$ cat config.mk
export PLATFORM = sky130hd
export DESIGN_NAME = tsc_top
export DESIGN_NICKNAME = d
export VERILOG_FILES = /design/src/rtl/tsc_pkg.sv /design/src/rtl/tsc_top.sv
export SDC_FILE = /design/constraint.sdc
export NUM_CORES = 1
export LEC_CHECK = 0
export BUFFER_PORTS_ARGS = -buffer_cell sky130_fd_sc_hd__buf_4
export CAP_MARGIN = 20
export CORE_MARGIN = 5
export CORE_UTILIZATION = 65
export CTS_BUF_LIST = sky130_fd_sc_hd__clkbuf_4 sky130_fd_sc_hd__clkbuf_8 sky130_fd_sc_hd__clkbuf_16
export DETAILED_ROUTE_END_ITERATION = 12
export PLACE_DENSITY = 0.84
export REMOVE_ABC_BUFFERS = 1
export SYNTH_ARGS = -nofsm -noshare
export SYNTH_HDL_FRONTEND = slang
export SYNTH_SLANG_ARGS = --single-unit
$ cat constraint.sdc
create_clock -name pclk -period 10.6 [get_ports pclk]
set_clock_uncertainty 0.15 [all_clocks]
set_input_delay 1.06 -clock pclk [delete_from_list [all_inputs] [get_ports pclk]]
set_output_delay 1.06 -clock pclk [all_outputs]
set_load 0.05 [all_outputs]
$ cat src/rtl/tsc_pkg.sv
package tsc_pkg;

  // ****************************************
  // Register map, byte addresses
  // ****************************************
  localparam logic [7:0] OFF_SOURCE = 8'h00;
  localparam logic [7:0] OFF_SPT = 8'h04;
  localparam logic [7:0] OFF_REMAIN = 8'h08;
  localparam logic [7:0] OFF_INTERVAL = 8'h0C;
  localparam logic [7:0] OFF_COMMAND = 8'h10;
  localparam logic [7:0] OFF_STB = 8'h14;
  localparam logic [7:0] OFF_STB_BIT = 8'h18;
  localparam logic [7:0] OFF_BIT_INDEX = 8'h1C;
  localparam logic [7:0] OFF_ESR = 8'h20;
  localparam logic [7:0] OFF_ESR_BIT = 8'h24;
  localparam logic [7:0] OFF_COMM_ERROR_FLAGS = 8'h28;
  localparam logic [7:0] OFF_COMM_ERROR_FLAGS_BIT = 8'h2C;
  localparam logic [7:0] OFF_CHANNEL_STATUS_FLAGS = 8'h30;
  localparam logic [7:0] OFF_CHANNEL_STATUS_FLAGS_BIT = 8'h34;
  localparam logic [7:0] OFF_SRE = 8'h38;
  localparam logic [7:0] OFF_SRE_BIT = 8'h3C;
  localparam logic [7:0] OFF_ESE = 8'h40;
  localparam logic [7:0] OFF_ESE_BIT = 8'h44;
  localparam logic [7:0] OFF_COMM_ERROR_ENABLE_MASK = 8'h48;
  localparam logic [7:0] OFF_COMM_ERROR_ENABLE_MASK_BIT = 8'h4C;
  localparam logic [7:0] OFF_CHANNEL_STATUS_ENABLE_MASK = 8'h50;
  localparam logic [7:0] OFF_CHANNEL_STATUS_ENABLE_MASK_BIT = 8'h54;
  localparam logic [7:0] OFF_PULSE = 8'h58;
  localparam logic [7:0] OFF_BUTTON = 8'h5C;
  localparam logic [7:0] OFF_EXEC_ERR = 8'h60;

  // ****************************************
  // Field codes and limits
  // ****************************************
  localparam logic [1:0] SRC_LOCAL = 2'h0;
  localparam logic [1:0] SRC_EXTERNAL = 2'h1;
  localparam logic [1:0] SRC_REMOTE = 2'h2;
  localparam int CMD_REMOTE_TRIGGER_FLAG_BIT_BIT = 0;
  localparam int CMD_CLEAR_STATUS_BIT = 1;
  localparam int CMD_RESET_BIT = 2;
  localparam int STB_TRIGGER_FLAG_BIT_BIT = 0;
  localparam int STB_CES_BIT = 2;
  localparam int STB_CHS_BIT = 3;
  localparam int STB_ESB_BIT = 5;
  localparam int STB_RQS_BIT = 6;
  localparam logic [7:0] ERR_NONE = 8'h00;
  localparam logic [7:0] ERR_ILLEGAL_VALUE = 8'h01;
  localparam logic [7:0] ERR_WRONG_MODE = 8'h12;
  localparam logic [31:0] SPT_MAX = 32'h0000FFFF;
  localparam logic [31:0] INTERVAL_STEP_MS = 32'h0000000A;
  localparam logic [31:0] INTERVAL_MAX_MS = 32'h0009FFF6;
  localparam logic [19:0] INTERVAL_RESET_MS = 20'h003E8;
  localparam logic [15:0] SPT_RESET = 16'h0001;

  // ****************************************
  // Timing
  // ****************************************
  localparam int CLK_PERIOD_NS = 20;
  localparam int MS_NS = 1000000;
  localparam int unsigned MS_TICK_CYCLES = MS_NS / CLK_PERIOD_NS;
  localparam int PULSE_MIN_NS = 1000;
  localparam logic [7:0] PULSE_CYCLES = 8'((PULSE_MIN_NS + CLK_PERIOD_NS - 1) / CLK_PERIOD_NS);

  typedef enum logic {ST_IDLE, ST_WAIT} tsc_seq_e;

  typedef struct packed {
    logic [7:0] std_event;
    logic [7:0] comm_error;
    logic [7:0] channel;
  } tsc_event_s;

endpackage

$ cat src/rtl/tsc_top.sv
// What this block does
// [RL1] One sample strobe serves every channel together
// [RL2] Trigger source: local 0, external 1, remote 2
// [RL3] Samples per trigger settable, at most 65535
// [RL4] Remaining count write only ever decreases it
// [RL5] Zero remaining ends ensemble; count always readable
// [RL6] Interval in ms, multiple of ten, bounded
// [RL7] Triggered samples spaced by programmed interval
// [RL8] Host selects remote source before remote trigger
// [RL9] Clear-status wipes event, comm, channel flags
// [RL10] Full status byte read releases request line
// [RL11] Indexed status byte read leaves line alone
// [RL12] Any status byte read clears trigger flag
// [RL13] Event register read clears returned bits
// [RL14] Comm error read clears returned bits
// [RL15] Channel status read clears returned bits
// [RL16] Four enable masks, whole or indexed access
// [RL17] Pulse mode: line low 1 us, or less if a full status read comes first
// [RL18] Latch mode: low until full status read
// [RL19] Last button 1 to 4, zero once read
// [RL20] Wrong-mode error code 18 raised
// [RL21] Reset command: 1000 ms, local, one trigger
// [RL22] Request when enabled status bit is set
// [RL23] Bad count or interval rejected, unchanged
`timescale 1ns/100ps
module tsc_top #(
  parameter int unsigned MS_TICK_CYCLES = tsc_pkg::MS_TICK_CYCLES
) (
  input wire logic pclk,
  input wire logic presetn,
  input wire logic psel,
  input wire logic penable,
  input wire logic pwrite,
  input wire logic [7:0] paddr,
  input wire logic [31:0] pwdata,
  output logic [31:0] prdata,
  output logic pready,
  output logic pslverr,
  input wire logic local_trigger,
  input wire logic external_trigger,
  input wire logic button_valid,
  input wire logic [1:0] button_id,
  input wire tsc_pkg::tsc_event_s events,
  output logic sample_strobe,
  output logic busy,
  output logic status_n
);

  // ****************************************
  // Helpers
  // ****************************************
  function automatic logic [7:0] onehot(input logic [2:0] idx);
    onehot = 8'h01 << idx;
  endfunction

  function automatic logic [7:0] flag_upd(input logic [7:0] cur, input logic [7:0] set, input logic [7:0] clr);
    flag_upd = (cur & ~clr) | set;
  endfunction

  function automatic logic [7:0] mask_wr(input logic [7:0] cur, input logic whole, input logic one,
                                         input logic [2:0] idx, input logic [31:0] d);
    mask_wr = whole ? d[7:0] : (one ? ((cur & ~onehot(idx)) | (d[0] ? onehot(idx) : 8'h00)) : cur);
  endfunction

  function automatic logic [31:0] bit_rd(input logic [7:0] v, input logic [2:0] idx);
    bit_rd = {31'h0, v[idx]};
  endfunction

  // ****************************************
  // State
  // ****************************************
  logic [1:0] src_r;
  logic [15:0] spt_r;
  logic [15:0] rem_r;
  logic [15:0] rem_nxt;
  logic [19:0] interval_r;
  logic [19:0] ms_r;
  logic [19:0] ms_nxt;
  logic [31:0] tick_r;
  logic [31:0] tick_nxt;
  tsc_pkg::tsc_seq_e state_r;
  tsc_pkg::tsc_seq_e state_nxt;
  logic strobe_nxt;
  logic [2:0] idx_r;
  logic [7:0] esr_r;
  logic [7:0] comm_error_flags_r;
  logic [7:0] channel_status_flags_r;
  logic [7:0] sre_r;
  logic [7:0] ese_r;
  logic [7:0] comm_error_enable_mask_r;
  logic [7:0] channel_status_enable_mask_r;
  logic trigger_flag_bit_flag_r;
  logic pulse_sel_r;
  logic latched_r;
  logic [7:0] pulse_cnt_r;
  logic srq_prev_r;
  logic [2:0] button_r;
  logic [7:0] err_r;
  logic [7:0] clr_mask_r;

  // ****************************************
  // APB decode
  // ****************************************
  // One wait-free access phase: pready rises the cycle after setup
  wire setup = psel & ~penable;
  wire acc = psel & penable & pready;
  wire wr = acc & pwrite;
  wire rd = acc & ~pwrite;
  wire a_src = paddr == tsc_pkg::OFF_SOURCE;
  wire a_spt = paddr == tsc_pkg::OFF_SPT;
  wire a_rem = paddr == tsc_pkg::OFF_REMAIN;
  wire a_int = paddr == tsc_pkg::OFF_INTERVAL;
  wire a_cmd = paddr == tsc_pkg::OFF_COMMAND;
  wire a_stb = paddr == tsc_pkg::OFF_STB;
  wire a_stb_bit = paddr == tsc_pkg::OFF_STB_BIT;
  wire a_idx = paddr == tsc_pkg::OFF_BIT_INDEX;
  wire a_esr = paddr == tsc_pkg::OFF_ESR;
  wire a_esr_bit = paddr == tsc_pkg::OFF_ESR_BIT;
  wire a_comm_error_flags = paddr == tsc_pkg::OFF_COMM_ERROR_FLAGS;
  wire a_comm_error_flags_bit = paddr == tsc_pkg::OFF_COMM_ERROR_FLAGS_BIT;
  wire a_channel_status_flags = paddr == tsc_pkg::OFF_CHANNEL_STATUS_FLAGS;
  wire a_channel_status_flags_bit = paddr == tsc_pkg::OFF_CHANNEL_STATUS_FLAGS_BIT;
  wire a_sre = paddr == tsc_pkg::OFF_SRE;
  wire a_sre_bit = paddr == tsc_pkg::OFF_SRE_BIT;
  wire a_ese = paddr == tsc_pkg::OFF_ESE;
  wire a_ese_bit = paddr == tsc_pkg::OFF_ESE_BIT;
  wire a_comm_error_enable_mask = paddr == tsc_pkg::OFF_COMM_ERROR_ENABLE_MASK;
  wire a_comm_error_enable_mask_bit = paddr == tsc_pkg::OFF_COMM_ERROR_ENABLE_MASK_BIT;
  wire a_channel_status_enable_mask = paddr == tsc_pkg::OFF_CHANNEL_STATUS_ENABLE_MASK;
  wire a_channel_status_enable_mask_bit = paddr == tsc_pkg::OFF_CHANNEL_STATUS_ENABLE_MASK_BIT;
  wire a_pulse = paddr == tsc_pkg::OFF_PULSE;
  wire a_btn = paddr == tsc_pkg::OFF_BUTTON;
  wire a_err = paddr == tsc_pkg::OFF_EXEC_ERR;
  wire hit = |{a_src, a_spt, a_rem, a_int, a_cmd, a_stb, a_stb_bit, a_idx, a_esr, a_esr_bit, a_comm_error_flags,
               a_comm_error_flags_bit, a_channel_status_flags, a_channel_status_flags_bit, a_sre, a_sre_bit, a_ese, a_ese_bit, a_comm_error_enable_mask, a_comm_error_enable_mask_bit,
               a_channel_status_enable_mask, a_channel_status_enable_mask_bit, a_pulse, a_btn, a_err};

  // ****************************************
  // Status byte and service request
  // ****************************************
  wire req_pending = latched_r | (pulse_cnt_r != 8'h00);
  wire [7:0] stb_core = (8'h01 << tsc_pkg::STB_TRIGGER_FLAG_BIT_BIT) & {8{trigger_flag_bit_flag_r}}
                      | (8'h01 << tsc_pkg::STB_CES_BIT) & {8{|(comm_error_flags_r & comm_error_enable_mask_r)}}
                      | (8'h01 << tsc_pkg::STB_CHS_BIT) & {8{|(channel_status_flags_r & channel_status_enable_mask_r)}}
                      | (8'h01 << tsc_pkg::STB_ESB_BIT) & {8{|(esr_r & ese_r)}};
  wire [7:0] stb_val = stb_core | ((8'h01 << tsc_pkg::STB_RQS_BIT) & {8{req_pending}});
  wire srq_cond = |(stb_core & sre_r); // RL22
  wire srq_rise = srq_cond & ~srq_prev_r;
  wire stb_full_rd = rd & a_stb;
  wire stb_any_rd = rd & (a_stb | a_stb_bit);
  // A new request outranks a release in the same cycle
  wire latched_nxt = (srq_rise & ~pulse_sel_r) | (latched_r & ~stb_full_rd & ~pulse_sel_r); // RL18 RL10
  wire [7:0] pulse_cnt_nxt = (srq_rise & pulse_sel_r) ? tsc_pkg::PULSE_CYCLES :  // RL17
                             (stb_full_rd || pulse_cnt_r == 8'h00) ? 8'h00 : pulse_cnt_r - 8'h01; // RL10
  wire status_n_nxt = ~(latched_nxt | (pulse_cnt_nxt != 8'h00));

  // ****************************************
  // Read mux
  // ****************************************
  wire [31:0] rd_val =
    a_src ? {30'h0, src_r} : // RL2
    a_spt ? {16'h0, spt_r} : // RL3
    a_rem ? {16'h0, rem_r} : // RL5
    a_int ? {12'h0, interval_r} :
    a_stb ? {24'h0, stb_val} :
    a_stb_bit ? bit_rd(stb_val, idx_r) : // RL11
    a_idx ? {29'h0, idx_r} :
    a_esr ? {24'h0, esr_r} :
    a_esr_bit ? bit_rd(esr_r, idx_r) :
    a_comm_error_flags ? {24'h0, comm_error_flags_r} :
    a_comm_error_flags_bit ? bit_rd(comm_error_flags_r, idx_r) :
    a_channel_status_flags ? {24'h0, channel_status_flags_r} :
    a_channel_status_flags_bit ? bit_rd(channel_status_flags_r, idx_r) :
    a_sre ? {24'h0, sre_r} :
    a_sre_bit ? bit_rd(sre_r, idx_r) : // RL16
    a_ese ? {24'h0, ese_r} :
    a_ese_bit ? bit_rd(ese_r, idx_r) :
    a_comm_error_enable_mask ? {24'h0, comm_error_enable_mask_r} :
    a_comm_error_enable_mask_bit ? bit_rd(comm_error_enable_mask_r, idx_r) :
    a_channel_status_enable_mask ? {24'h0, channel_status_enable_mask_r} :
    a_channel_status_enable_mask_bit ? bit_rd(channel_status_enable_mask_r, idx_r) :
    a_pulse ? {31'h0, pulse_sel_r} :
    a_btn ? {29'h0, button_r} : // RL19
    a_err ? {24'h0, err_r} : 32'h0;

  // Snapshot of bits handed out, so late-arriving flags survive the clear
  wire [7:0] flag_sel = (a_esr | a_esr_bit) ? esr_r : ((a_comm_error_flags | a_comm_error_flags_bit) ? comm_error_flags_r : channel_status_flags_r);
  wire is_bit = a_esr_bit | a_comm_error_flags_bit | a_channel_status_flags_bit;
  wire [7:0] clr_mask_nxt = is_bit ? (flag_sel & onehot(idx_r)) : flag_sel;
  wire [7:0] esr_clr = (rd & (a_esr | a_esr_bit)) ? clr_mask_r : 8'h00; // RL13
  wire [7:0] comm_error_flags_clr = (rd & (a_comm_error_flags | a_comm_error_flags_bit)) ? clr_mask_r : 8'h00; // RL14
  wire [7:0] channel_status_flags_clr = (rd & (a_channel_status_flags | a_channel_status_flags_bit)) ? clr_mask_r : 8'h00; // RL15

  // ****************************************
  // Commands and settings
  // ****************************************
  wire remote_cmd = wr & a_cmd & pwdata[tsc_pkg::CMD_REMOTE_TRIGGER_FLAG_BIT_BIT];
  wire clear_cmd = wr & a_cmd & pwdata[tsc_pkg::CMD_CLEAR_STATUS_BIT];
  wire reset_cmd = wr & a_cmd & pwdata[tsc_pkg::CMD_RESET_BIT];
  wire [7:0] all_clr = clear_cmd ? 8'hFF : 8'h00; // RL9
  wire src_bad = wr & a_src & (pwdata > {30'h0, tsc_pkg::SRC_REMOTE});
  wire src_busy = wr & a_src & busy & ~src_bad;
  wire src_ok = wr & a_src & ~busy & ~src_bad; // RL2
  wire spt_bad = wr & a_spt & (pwdata > tsc_pkg::SPT_MAX); // RL23
  wire int_bad = wr & a_int & ((pwdata % tsc_pkg::INTERVAL_STEP_MS != 32'h0) |
                               (pwdata > tsc_pkg::INTERVAL_MAX_MS)); // RL6 RL23
  wire wrong_mode = (remote_cmd & (src_r != tsc_pkg::SRC_REMOTE)) | src_busy; // RL20
  wire [7:0] err_nxt = wrong_mode ? tsc_pkg::ERR_WRONG_MODE :
                       (src_bad | spt_bad | int_bad) ? tsc_pkg::ERR_ILLEGAL_VALUE :
                       (rd & a_err) ? tsc_pkg::ERR_NONE : err_r;
  wire [1:0] src_nxt = reset_cmd ? tsc_pkg::SRC_LOCAL : (src_ok ? pwdata[1:0] : src_r); // RL21
  wire [19:0] interval_nxt = reset_cmd ? tsc_pkg::INTERVAL_RESET_MS :
                             ((wr & a_int & ~int_bad) ? pwdata[19:0] : interval_r); // RL21 RL6
  wire [15:0] spt_nxt = (wr & a_spt & ~spt_bad) ? pwdata[15:0] : spt_r; // RL3
  wire [2:0] button_nxt = button_valid ? {1'b0, button_id} + 3'h1 : ((rd & a_btn) ? 3'h0 : button_r); // RL19

  // ****************************************
  // Trigger sequencer
  // ****************************************
  // Triggers that land mid-ensemble are dropped; only reset restarts it
  wire start = reset_cmd | (~busy & (((src_r == tsc_pkg::SRC_LOCAL) & local_trigger) |
                                     ((src_r == tsc_pkg::SRC_EXTERNAL) & external_trigger) |
                                     ((src_r == tsc_pkg::SRC_REMOTE) & remote_cmd))); // RL8 RL21
  wire start_ok = start & (spt_r != 16'h0000);
  wire rem_shrink = wr & a_rem & (pwdata < {16'h0, rem_r}); // RL4

  always_comb begin
    state_nxt = state_r;
    rem_nxt = rem_r;
    ms_nxt = ms_r;
    tick_nxt = tick_r;
    strobe_nxt = 1'b0;
    if (start_ok) begin
      strobe_nxt = 1'b1; // RL1
      rem_nxt = spt_r - 16'h0001;
      ms_nxt = 20'h00000;
      tick_nxt = 32'h0;
      state_nxt = (spt_r == 16'h0001) ? tsc_pkg::ST_IDLE : tsc_pkg::ST_WAIT;
    end else begin
      case (state_r)
        tsc_pkg::ST_WAIT: begin
          if (tick_r == MS_TICK_CYCLES - 1) begin
            tick_nxt = 32'h0;
            ms_nxt = ms_r + 20'h00001;
          end else begin
            tick_nxt = tick_r + 32'h1;
          end
          if (ms_r >= interval_r) begin // RL7
            strobe_nxt = 1'b1;
            rem_nxt = rem_r - 16'h0001;
            ms_nxt = 20'h00000;
            tick_nxt = 32'h0;
            if (rem_r == 16'h0001) begin
              state_nxt = tsc_pkg::ST_IDLE;
            end
          end
        end
        default: begin
        end
      endcase
    end
    if (rem_shrink) begin
      rem_nxt = pwdata[15:0]; // RL4
      if (pwdata == 32'h0) begin
        state_nxt = tsc_pkg::ST_IDLE; // RL5
        strobe_nxt = 1'b0;
      end
    end
  end

  // ****************************************
  // Registers
  // ****************************************
  always_ff @(posedge pclk or negedge presetn) begin
    if (!presetn) begin
      pready <= 1'b0;
      pslverr <= 1'b0;
      prdata <= 32'h0;
      clr_mask_r <= 8'h00;
    end else begin
      pready <= setup;
      pslverr <= setup & ~hit;
      prdata <= setup ? rd_val : prdata;
      clr_mask_r <= setup ? clr_mask_nxt : clr_mask_r;
    end
  end

  always_ff @(posedge pclk or negedge presetn) begin
    if (!presetn) begin
      src_r <= tsc_pkg::SRC_LOCAL;
      spt_r <= tsc_pkg::SPT_RESET;
      interval_r <= tsc_pkg::INTERVAL_RESET_MS;
      err_r <= tsc_pkg::ERR_NONE;
      button_r <= 3'h0;
      idx_r <= 3'h0;
      pulse_sel_r <= 1'b0;
    end else begin
      src_r <= src_nxt;
      spt_r <= spt_nxt;
      interval_r <= interval_nxt;
      err_r <= err_nxt;
      button_r <= button_nxt;
      idx_r <= (wr & a_idx) ? pwdata[2:0] : idx_r;
      pulse_sel_r <= (wr & a_pulse) ? pwdata[0] : pulse_sel_r;
    end
  end

  always_ff @(posedge pclk or negedge presetn) begin
    if (!presetn) begin
      state_r <= tsc_pkg::ST_IDLE;
      rem_r <= 16'h0000;
      ms_r <= 20'h00000;
      tick_r <= 32'h0;
      sample_strobe <= 1'b0;
      busy <= 1'b0;
    end else begin
      state_r <= state_nxt;
      rem_r <= rem_nxt;
      ms_r <= ms_nxt;
      tick_r <= tick_nxt;
      sample_strobe <= strobe_nxt;
      busy <= state_nxt == tsc_pkg::ST_WAIT;
    end
  end

  // Hardware sets win over every clear
  always_ff @(posedge pclk or negedge presetn) begin
    if (!presetn) begin
      esr_r <= 8'h00;
      comm_error_flags_r <= 8'h00;
      channel_status_flags_r <= 8'h00;
      trigger_flag_bit_flag_r <= 1'b0;
    end else begin
      esr_r <= flag_upd(esr_r, events.std_event, esr_clr | all_clr);
      comm_error_flags_r <= flag_upd(comm_error_flags_r, events.comm_error, comm_error_flags_clr | all_clr);
      channel_status_flags_r <= flag_upd(channel_status_flags_r, events.channel, channel_status_flags_clr | all_clr);
      trigger_flag_bit_flag_r <= start_ok | (trigger_flag_bit_flag_r & ~stb_any_rd & ~clear_cmd); // RL12 RL9
    end
  end

  always_ff @(posedge pclk or negedge presetn) begin
    if (!presetn) begin
      sre_r <= 8'h00;
      ese_r <= 8'h00;
      comm_error_enable_mask_r <= 8'h00;
      channel_status_enable_mask_r <= 8'h00;
      latched_r <= 1'b0;
      pulse_cnt_r <= 8'h00;
      srq_prev_r <= 1'b0;
      status_n <= 1'b1;
    end else begin
      sre_r <= mask_wr(sre_r, wr & a_sre, wr & a_sre_bit, idx_r, pwdata); // RL16
      ese_r <= mask_wr(ese_r, wr & a_ese, wr & a_ese_bit, idx_r, pwdata);
      comm_error_enable_mask_r <= mask_wr(comm_error_enable_mask_r, wr & a_comm_error_enable_mask, wr & a_comm_error_enable_mask_bit, idx_r, pwdata);
      channel_status_enable_mask_r <= mask_wr(channel_status_enable_mask_r, wr & a_channel_status_enable_mask, wr & a_channel_status_enable_mask_bit, idx_r, pwdata);
      latched_r <= latched_nxt;
      pulse_cnt_r <= pulse_cnt_nxt;
      srq_prev_r <= srq_cond;
      status_n <= status_n_nxt;
    end
  end

  // ****************************************
  // Checks
  // ****************************************
  src_legal_a: assert property (@(posedge pclk) disable iff (!presetn) src_r <= tsc_pkg::SRC_REMOTE) // RL2
    else $error("trigger source out of range");
  rem_no_grow_a: assert property (@(posedge pclk) disable iff (!presetn) // RL4
    (wr && a_rem && pwdata >= {16'h0, rem_r} && !start_ok) |=> rem_r <= $past(rem_r))
    else $error("remaining count grew on write");
  rem_zero_end_a: assert property (@(posedge pclk) disable iff (!presetn) // RL5
    (wr && a_rem && pwdata == 32'h0 && rem_r != 16'h0000) |=> (!busy && !sample_strobe && rem_r == 16'h0000))
    else $error("zero remaining did not end ensemble");
  interval_ok_a: assert property (@(posedge pclk) disable iff (!presetn) // RL6
    ({12'h0, interval_r} % tsc_pkg::INTERVAL_STEP_MS == 32'h0) && ({12'h0, interval_r} <= tsc_pkg::INTERVAL_MAX_MS))
    else $error("interval not a legal value");
  stb_release_a: assert property (@(posedge pclk) disable iff (!presetn) // RL10
    (stb_full_rd && !srq_rise) |=> status_n)
    else $error("full status read did not release line");
  stb_bit_hold_a: assert property (@(posedge pclk) disable iff (!presetn) // RL11
    (rd && a_stb_bit && !pulse_sel_r && !status_n) |=> !status_n)
    else $error("indexed status read released line");
  trigger_flag_bit_clear_a: assert property (@(posedge pclk) disable iff (!presetn) // RL12
    (stb_any_rd && !start_ok) |=> !trigger_flag_bit_flag_r)
    else $error("trigger flag survived status read");
  esr_clear_a: assert property (@(posedge pclk) disable iff (!presetn) // RL13
    (rd && a_esr && events.std_event == 8'h00) |=> (esr_r & $past(clr_mask_r)) == 8'h00)
    else $error("event bits not cleared by read");
  pulse_low_a: assert property (@(posedge pclk) disable iff (!presetn) // RL17
    (pulse_sel_r && srq_rise && !stb_full_rd) |=> !status_n [*8])
    else $error("pulse too short");
  latch_low_a: assert property (@(posedge pclk) disable iff (!presetn) // RL18 RL22
    (!pulse_sel_r && srq_rise) |=> !status_n)
    else $error("request did not pull line low");
  wrong_mode_a: assert property (@(posedge pclk) disable iff (!presetn) // RL20
    (remote_cmd && src_r != tsc_pkg::SRC_REMOTE) |=> err_r == tsc_pkg::ERR_WRONG_MODE)
    else $error("wrong mode error missing");
  reset_cmd_a: assert property (@(posedge pclk) disable iff (!presetn) // RL21
    (reset_cmd && spt_r != 16'h0000) |=> (src_r == tsc_pkg::SRC_LOCAL &&
                                          interval_r == tsc_pkg::INTERVAL_RESET_MS && sample_strobe))
    else $error("reset command defaults wrong");

endmodule

After elaboration in Yosys (flattened, before gate mapping) --
Index checks and enable logic that the tools add are counted.
Word-level totals: register bits 233, latch bits 0, RAM bits 0, bits in read-only memories 0, input port bits 74, logic and storage cells 305, memories kept 0
Cells by class: add/subtract/negate cells 6, $mul 0, divide/modulo/power cells 1, $lt $le $gt $ge 6, eq/ne operators 30, shifts and indexed selects 1, multiplexer cells 91, bitwise gates (word level) 114, reductions and logical operators 28
Operators with widths (number):
- 2-to-1 mux 8 bit | 41
- 2-to-1 mux 20 bit | 10
- 2-to-1 mux 32 bit | 4
- bitwise AND 8 bit | 11
- bitwise OR 8 bit | 10
- == test 8 x 7 -> 1 bit (second input constant) | 9
- == test 8 x 6 -> 1 bit (second input constant) | 8
- 2-to-1 mux 16 bit | 4
- bitwise AND 1 bit | 54
- adder 32 x 1 -> 32 bit (second input constant) | 1
- == test 16 x 1 -> 1 bit (second input constant) | 2
- == test 32 x 16 -> 1 bit (second input constant) | 1
- == test 8 x 5 -> 1 bit (second input constant) | 4
- greater-than comparator 32 x 16 -> 1 bit (second input constant) | 1
- greater-than comparator 32 x 2 -> 1 bit (second input constant) | 1
- greater-than comparator 32 x 20 -> 1 bit (second input constant) | 1
- logical NOT 32 bit | 1
- less-than comparator 32 x 16 -> 1 bit | 1
- modulo 32 x 4 -> 32 bit (second input constant) | 1
- inverter 8 bit | 4
- nonzero test 32 bit | 1
- OR reduction 8 bit | 4
- subtractor 16 x 1 -> 16 bit (second input constant) | 2
- OR reduction 25 bit | 1
- 30 further kinds | 100

Longest topological paths before layout --
Gate-level depths: netlist of the first run.
depth after elaboration 25, gate-level depth with buffers 44

Least setup slack after synthesis of the first run --
No wires, ideal clock.
path kind input port to flip-flop, start input pwdata[30], end register interval_r[16], library setup time 129 ps, arrival 10530 ps, required time 10321 ps, slack -209 ps, cell stages on the path 40, path through buf_6 and2b_4 xnor2_1 a311oi_4 a32oi_1 a221oi_4 a21o_4 mux2_4 a22oi_4 a21oi_2 or3_1 a211o_1 nor3b_2 a32oi_4 mux2_1 and2_2 a211o_1 o32ai_2 [4 not listed] o31ai_1 nand2_1 a41oi_2 nor2_4 a211o_1 a2111oi_2 o32ai_2 a2111o_1 and3_1 and4_4 or4_4 or3_1 o221a_1 o21ai_2 nand3_2 buf_6 buf_12 mux2i_1
Between the ends: word-level cells in the longest chain between the ends 7, elaborated cells between the ends (all ways) 8, those cells by class div: 1; order compare: 1; bitwise: 4; reduce/logical: 2
RTL lines:
- start, declared | line tsc_top.sv:35 | input wire logic [31:0] pwdata,
- modulo 32 x 4 -> 32 bit | line tsc_top.sv:205 | wire int_bad = wr & a_int & ((pwdata % tsc_pkg::INTERVAL_STEP_MS != 32'h0) |
- nonzero test 32 bit | line tsc_top.sv:205
- bitwise OR 1 bit (*) | line tsc_top.sv:205
- bitwise AND 1 bit (*) | line tsc_top.sv:205
- inverter 1 bit (*) | line tsc_top.sv:213 | ((wr & a_int & ~int_bad) ? pwdata[19:0] : interval_r);
- bitwise AND 1 bit (*) | line tsc_top.sv:213
- nonzero test 2 bit (no source line) (*)
- end signal, assigned | line tsc_top.sv:292 | interval_r <= tsc_pkg::INTERVAL_RESET_MS;
- end signal, assigned | line tsc_top.sv:300 | interval_r <= interval_nxt;
- end, declared | line tsc_top.sv:76 | logic [19:0] interval_r;
Every way passes the cells marked *; elsewhere a longest branch is shown, timed or not. A chain may end at the register's enable or synchronous reset.

Worst setup path in the final report of the first run --
start input pwdata[28], end register interval_r[8]
Same word-level chain as after synthesis.

==> results of run 1 <==
==> power by group <==
group,total (mW),switching [mW],internal [mW]
Sequential,0.886,0.0335,0.852
Clock,0.857,0.340,0.517
Combinational,1.84,0.976,0.867
==> final cells by class <==
cell class | count | area (µm²)
clock inverters | 8 | 125
well taps | 378 | 473
multi-input cells | 1759 | 12600
inverters | 79 | 297
fillers | 1749 | 5320
repair buffers | 346 | 2830
flip-flops and latches | 215 | 5390
clock buffers | 32 | 674
==> metal layers <==
metal / vias up / routed length, µm / share of wire / track usage
met2: 1469 / 29200 / 0.45 / 0.615
met3: 300 / 7310 / 0.11 / 0.0649
met1: 9412 / 24900 / 0.39 / 0.517
met5: - / 0 / 0 / 0
li1: 8602 / - / - / -
met4: 0 / 2850 / 0.044 / 0.135
==> Yosys cell counts (all sizes together), types with 21 or more instances <==
cell type	number	area (µm²)
o21ai	142	729
clkbuf	86	621
o211ai	21	163
nor2	235	897
nand2b	26	173
a211oi	27	223
xor2	39	342
nor3	52	277
a22oi	32	274
buf	43	343
nand3	73	370
o31ai	22	165
inv	72	270
mux2i	52	533
mux2	27	312
a31oi	30	213
dfrtp	207	5180
xnor2	26	228
ha	44	551
and3	29	188
a31o	26	228
a21oi	192	976
nand4	45	282
nand2	245	927
nor4	34	231
==> worst min-delay path by stage <==
| stage | to | slack, ns | cells past startpoint |
|---|---|---|---|
| 2_1_floorplan | pulse_cnt_r[0] | 0.29 | 1 |
| 3_3_place_gp | pulse_cnt_r[0] | 0.30 | 1 |
| 3_5_place_dp | prdata[7] | 0.32 | 2 |
| 4_1_cts | pulse_cnt_r[0] | 0.33 | 1 |
| 5_1_grt | pulse_cnt_r[0] | 0.36 | 1 |
| 6_report | prdata[6] | 0.33 | 2 |
==> kinds of logic after synthesis <==
| kind of cell | count (synthesis) | share of synthesized area |
|---|---|---|
| multiplexers | 94 | 0.0651 |
| XOR/XNOR | 65 | 0.0313 |
| adder cells (fa/ha/maj) | 44 | 0.0303 |
| AO/OA/AOI/OAI | 684 | 0.270 |
| flip-flops | 215 | 0.297 |
| buffers and inverters | 210 | 0.0717 |
| other | 1 | 0.000206 |
| AND/OR/NAND/NOR | 859 | 0.234 |
==> stage by stage <==
stage               hold WS, ns  instances
global placement          0.301       2711
detailed placement        0.321       2711
global route              0.358       2817
floorplan                 0.287       2052
CTS                       0.334       2795
finish                    0.332       2817
==> critical path, delay by kind of cell <==
family          cells  cell delay [ns]
mux                 1             0.18
simple gates       14             3.33
compound gates     22             5.17
buf+inv            11             1.80
==> timing repair <==
| item | CTS | global route |
|---|---|---|
| pin swaps | 68 | 37 |
| cloned | 3 | 0 |
| setup endpoints to repair | 22 | 22 |
| setup buffers | 41 | 21 |
| gates resized for setup | 147 | 67 |
==> results.ini, run 1 <==
[status]
status=finished with violations
violations=negative setup slack

[synth]
synth.distinct_cells=147
ys_seq_elements=215
synth_edf_count=0
yosysSeqAreaShare=0.297
postSynthCellCount=2172
synth-async-reset-ratio=1.00
synthFlopType=dfrtp_1
synth_area_um2=18200
yosys_warnings=0
avgSynthCellArea_um2=8.37

[worst_setup_path]
cp-start-kind=input pin
r2r_end=ms_r[18]
cp_slowest_cell=or4_4
criticalPathCategory=input pin to flop
cp-endpoint=interval_r[8]
timing.reg2reg.setup_slack_ns=4.16
slowest_delay_ns=0.57
arrival_ns=11.55
endpoint_kind=flop
path_max_fanout=8
regToRegStartpoint=pready
r2r_cells=16
critPathMostFrequentCell=buf_4
worstPathRequired_ns=10.88
worstSetupStartpoint=pwdata[28]

[run]
maxCapViolCount=0

[sta]
finalSetupViolCount=22
worst_pin_slew_ns=1.07
hold_viol_final=0
slew_headroom=0.289
layout_setup_ws_ns=-0.677
final.setup.tns_ns=-13.92
grt_setup_unrepaired=true
min_period_over_period=1.06
fin_crit_ns=11.28
max_freq_mhz=88.7
report.final.slew_viol_count=0

[floorplanning]
initial_utilization=0.656
coreArea_um2=27700
die_x_um=177
rows=61
io_pins=111
die-area_um2=31400
dieHeight_um=177

[grt]
grt-ovfl-total=0
antenna_found_initial=0
grt_pass1_wl_um=98000
track_usage=0.380
grt_max_degree=76
grt_pass1_vias=18600

[power_and_ir_drop]
vdd_drop_max_v=0.000153
power_density_nw_per_um2=160
leakage_nw=9.32
finalPower_mw=3.59

[cts]
numCtsBuffers=22
root_buffer=clkbuf_16
clk_latency_ns=0.52
h-tree-depth=1
cts_buffer_depth=3
ctsHoldBuffers=0
cts.clk_slew.worst_paths_ns=0.06
cts_tree=yes
clock-sinks=215

[route]
avgRoutedWirePerCell_um=22.8
routed_via_density=7.02
drt_iter0_drc=3042
vias=19800
antenna_left=0
drc_errors=0
firstDrtPassIters=6
routed_wl_um=64200

[placement]
dp_hpwl_um=42600
io_buffers=98
place.gp.congestion=0.977
placed_cell_area_um2=19900
detailedPlace.worstSlack_ns=-1.19

[layout]
nNetsFinal=2541
layout_commonest_cell=buf_4
postLayoutCellArea_um2=22400
post-route-util=0.808
final_cell_mix=buf_4, nand2_1, nor2_1
drive_above_1_share=0.286
antenna_cells=0
area_growth_pct=23.2

[hold_path]
min_from=prdata[6]
hold_path.class=flop to flop

(Power assumes the default switching activity.)
==> inputs of run 2 (changes only) <==
- ABC_CLOCK_PERIOD_IN_PS: default -> 10600
- CORE_UTILIZATION: 65 -> 60
- PLACE_DENSITY: 0.84 -> 0.79
==> results.ini, run 2 (same netlist as run 1, synthesis figures left out) <==
[worst_setup_path]
worstPathRequired_ns=10.83  ; -0.05 ns
arrival_ns=11.98  ; +0.43 ns
endpoint_kind=flop
critPathMostFrequentCell=buf_6
cp-start-kind=input pin
path_max_fanout=8  ; unchanged
criticalPathCategory=input pin to flop
cp.buffers_inverters=11  ; unchanged
path_delay_family=compound AO/OA/AOI/OAI gates
slowest_delay_ns=0.70  ; +0.13 ns
cp_slowest_cell=a211oi_1

[grt]
antenna_found_initial=1  ; +1
grt_pass1_vias=18800  ; +0.92%
grt_pass1_wl_um=99600  ; +1.6%
track_usage=0.352  ; -0.0274
grt-ovfl-total=0  ; unchanged
grt_max_degree=82  ; +7.9%
grt_busiest_layer=met2
grtUsageMet2=0.572  ; -0.0428
use_met3=0.0607  ; -0.00420
grtUsageMet1=0.477  ; -0.0402

[layout]
area_growth_pct=25.9
layout_commonest_cell=buf_4
final_cell_mix=buf_4, nand2_1, nor2_1
drive_above_1_share=0.305  ; +0.0187
antenna_cells=0  ; unchanged
nNetsFinal=2552  ; +0.43%

[floorplanning]
initial_utilization=0.610  ; -0.0460
coreArea_um2=29800  ; +7.5%
die_x_um=184  ; +3.9%
rows=63  ; +3.3%
dieHeight_um=184  ; +3.9%
io_pins=111  ; unchanged
die-area_um2=33900  ; +7.9%

[sta]
worst_pin_slew_ns=1.08  ; +0.0101 ns
fin_crit_ns=11.75  ; +0.469 ns
finalSetupViolCount=22  ; unchanged
slew_headroom=0.279  ; -0.00936
min_period_over_period=1.11  ; +0.0443
report.final.slew_viol_count=0  ; unchanged
hold_viol_final=0  ; unchanged
grt_setup_unrepaired=true
final.setup.tns_ns=-23.13  ; -9.21 ns
layout_setup_ws_ns=-1.15  ; -0.469 ns
max_freq_mhz=85.1  ; -4.0%

[route]
firstDrtPassIters=8  ; +2
drt_iter0_drc=2743  ; -9.8%
vias=20000  ; +1.2%
antenna_left=0  ; unchanged
routed_via_density=7.05  ; +0.38%
routed_wl_um=66000  ; +2.9%
avgRoutedWirePerCell_um=23.3  ; +2.0%
drc_errors=0  ; unchanged

[cts]
clock-sinks=215  ; unchanged
ctsHoldBuffers=0  ; unchanged
root_buffer=clkbuf_16
numCtsBuffers=22  ; unchanged
cts_buffer_depth=3  ; unchanged
h-tree-depth=1  ; unchanged
cts_tree=yes
clk_latency_ns=0.52  ; about the same
cts.clk_slew.worst_paths_ns=0.06  ; about the same

[hold_path]
hold_path.class=input pin to asynchronous set/reset pin

[placement]
dp_hpwl_um=42100  ; -1.0%
detailedPlace.worstSlack_ns=-1.10  ; +0.0952 ns
place.gp.congestion=1.05  ; +7.6%
io_buffers=98  ; unchanged

[power_and_ir_drop]
combPwrFrac=0.551  ; +0.037
vdd_drop_max_v=0.000126  ; -18%
intPower_mw=2.35  ; +5.2%
sw_frac_of_total=0.391  ; +0.0150
power_density_nw_per_um2=169  ; +5.5%
leakage_nw=9.43  ; +1.2%
p_seq_frac=0.229  ; -0.018
p_clk_frac=0.220  ; -0.019
p_sw_mw=1.51  ; +12%

[status]
violations=negative setup slack
status=finished with violations

[run]
maxCapViolCount=0  ; unchanged

[run 2: area by class of cell]
type	instances	area, µm²
Timing Repair Buffer	356	2890
Multi-Input combinational cell	1760	13000
Tap cell	390	488
Clock buffer	29	646
Clock inverter	11	146
Sequential cell	215	5390
Fill cell	2030	6930
Inverter	79	297
[run 2: timing repair]
action | in CTS | in global routing
endpoints found under the setup margin | 22 | 22
buffers inserted | 42 | 39
gates cloned | 3 | 0
gates resized for setup | 160 | 123
pin swaps | 47 | 78
[run 2: path summary, 6_finish.rpt]
path,from,slack [ns],to,depth (start not counted)
setup / recovery,pwdata[30],-1.15,interval_r[17],47
hold / removal,presetn,0.33,pulse_cnt_r[2],1
setup reg to reg,ms_r[0],4.49,ms_r[13],39
hold reg to reg,prdata[9],0.33,prdata[9],2
max in group asynchronous,presetn,8.70,ms_r[0],2
min in group pclk,prdata[9],0.33,prdata[9],2
[run 2: power groups by stage]
stage	combinational [mW]	sequential, mW	clock (mW)
after floorplan	0.801	0.897	0
after global placement	1.31	0.897	0
after detailed placement	1.35	0.899	0
after CTS	1.65	0.885	0.858
after global routing	2.22	0.891	0.893
final	2.13	0.885	0.851
[run 2: per-layer routing]
metal / up-vias / wire, µm / share of wire
li1: 8629 / - / -
met3: 331 / 7340 / 0.11
met1: 9600 / 24900 / 0.38
met5: - / 13 / 0.00020
met4: 2 / 3470 / 0.053
met2: 1458 / 30300 / 0.46
[run 2: through the flow]
step | cell area [µm²] | std cells | hold slack [ns] | util | total power [mW]
CTS | 21800 | 2800 | 0.335 | 0.733 | 3.39
finish | 22900 | 2840 | 0.327 | 0.768 | 3.86
global placement | 19800 | 2715 | 0.314 | 0.664 | 2.21
global route | 22900 | 2840 | 0.357 | 0.768 | 4.00
detailed placement | 19800 | 2715 | 0.323 | 0.664 | 2.25
floorplan | 17200 | 2052 | 0.287 | - | 1.70
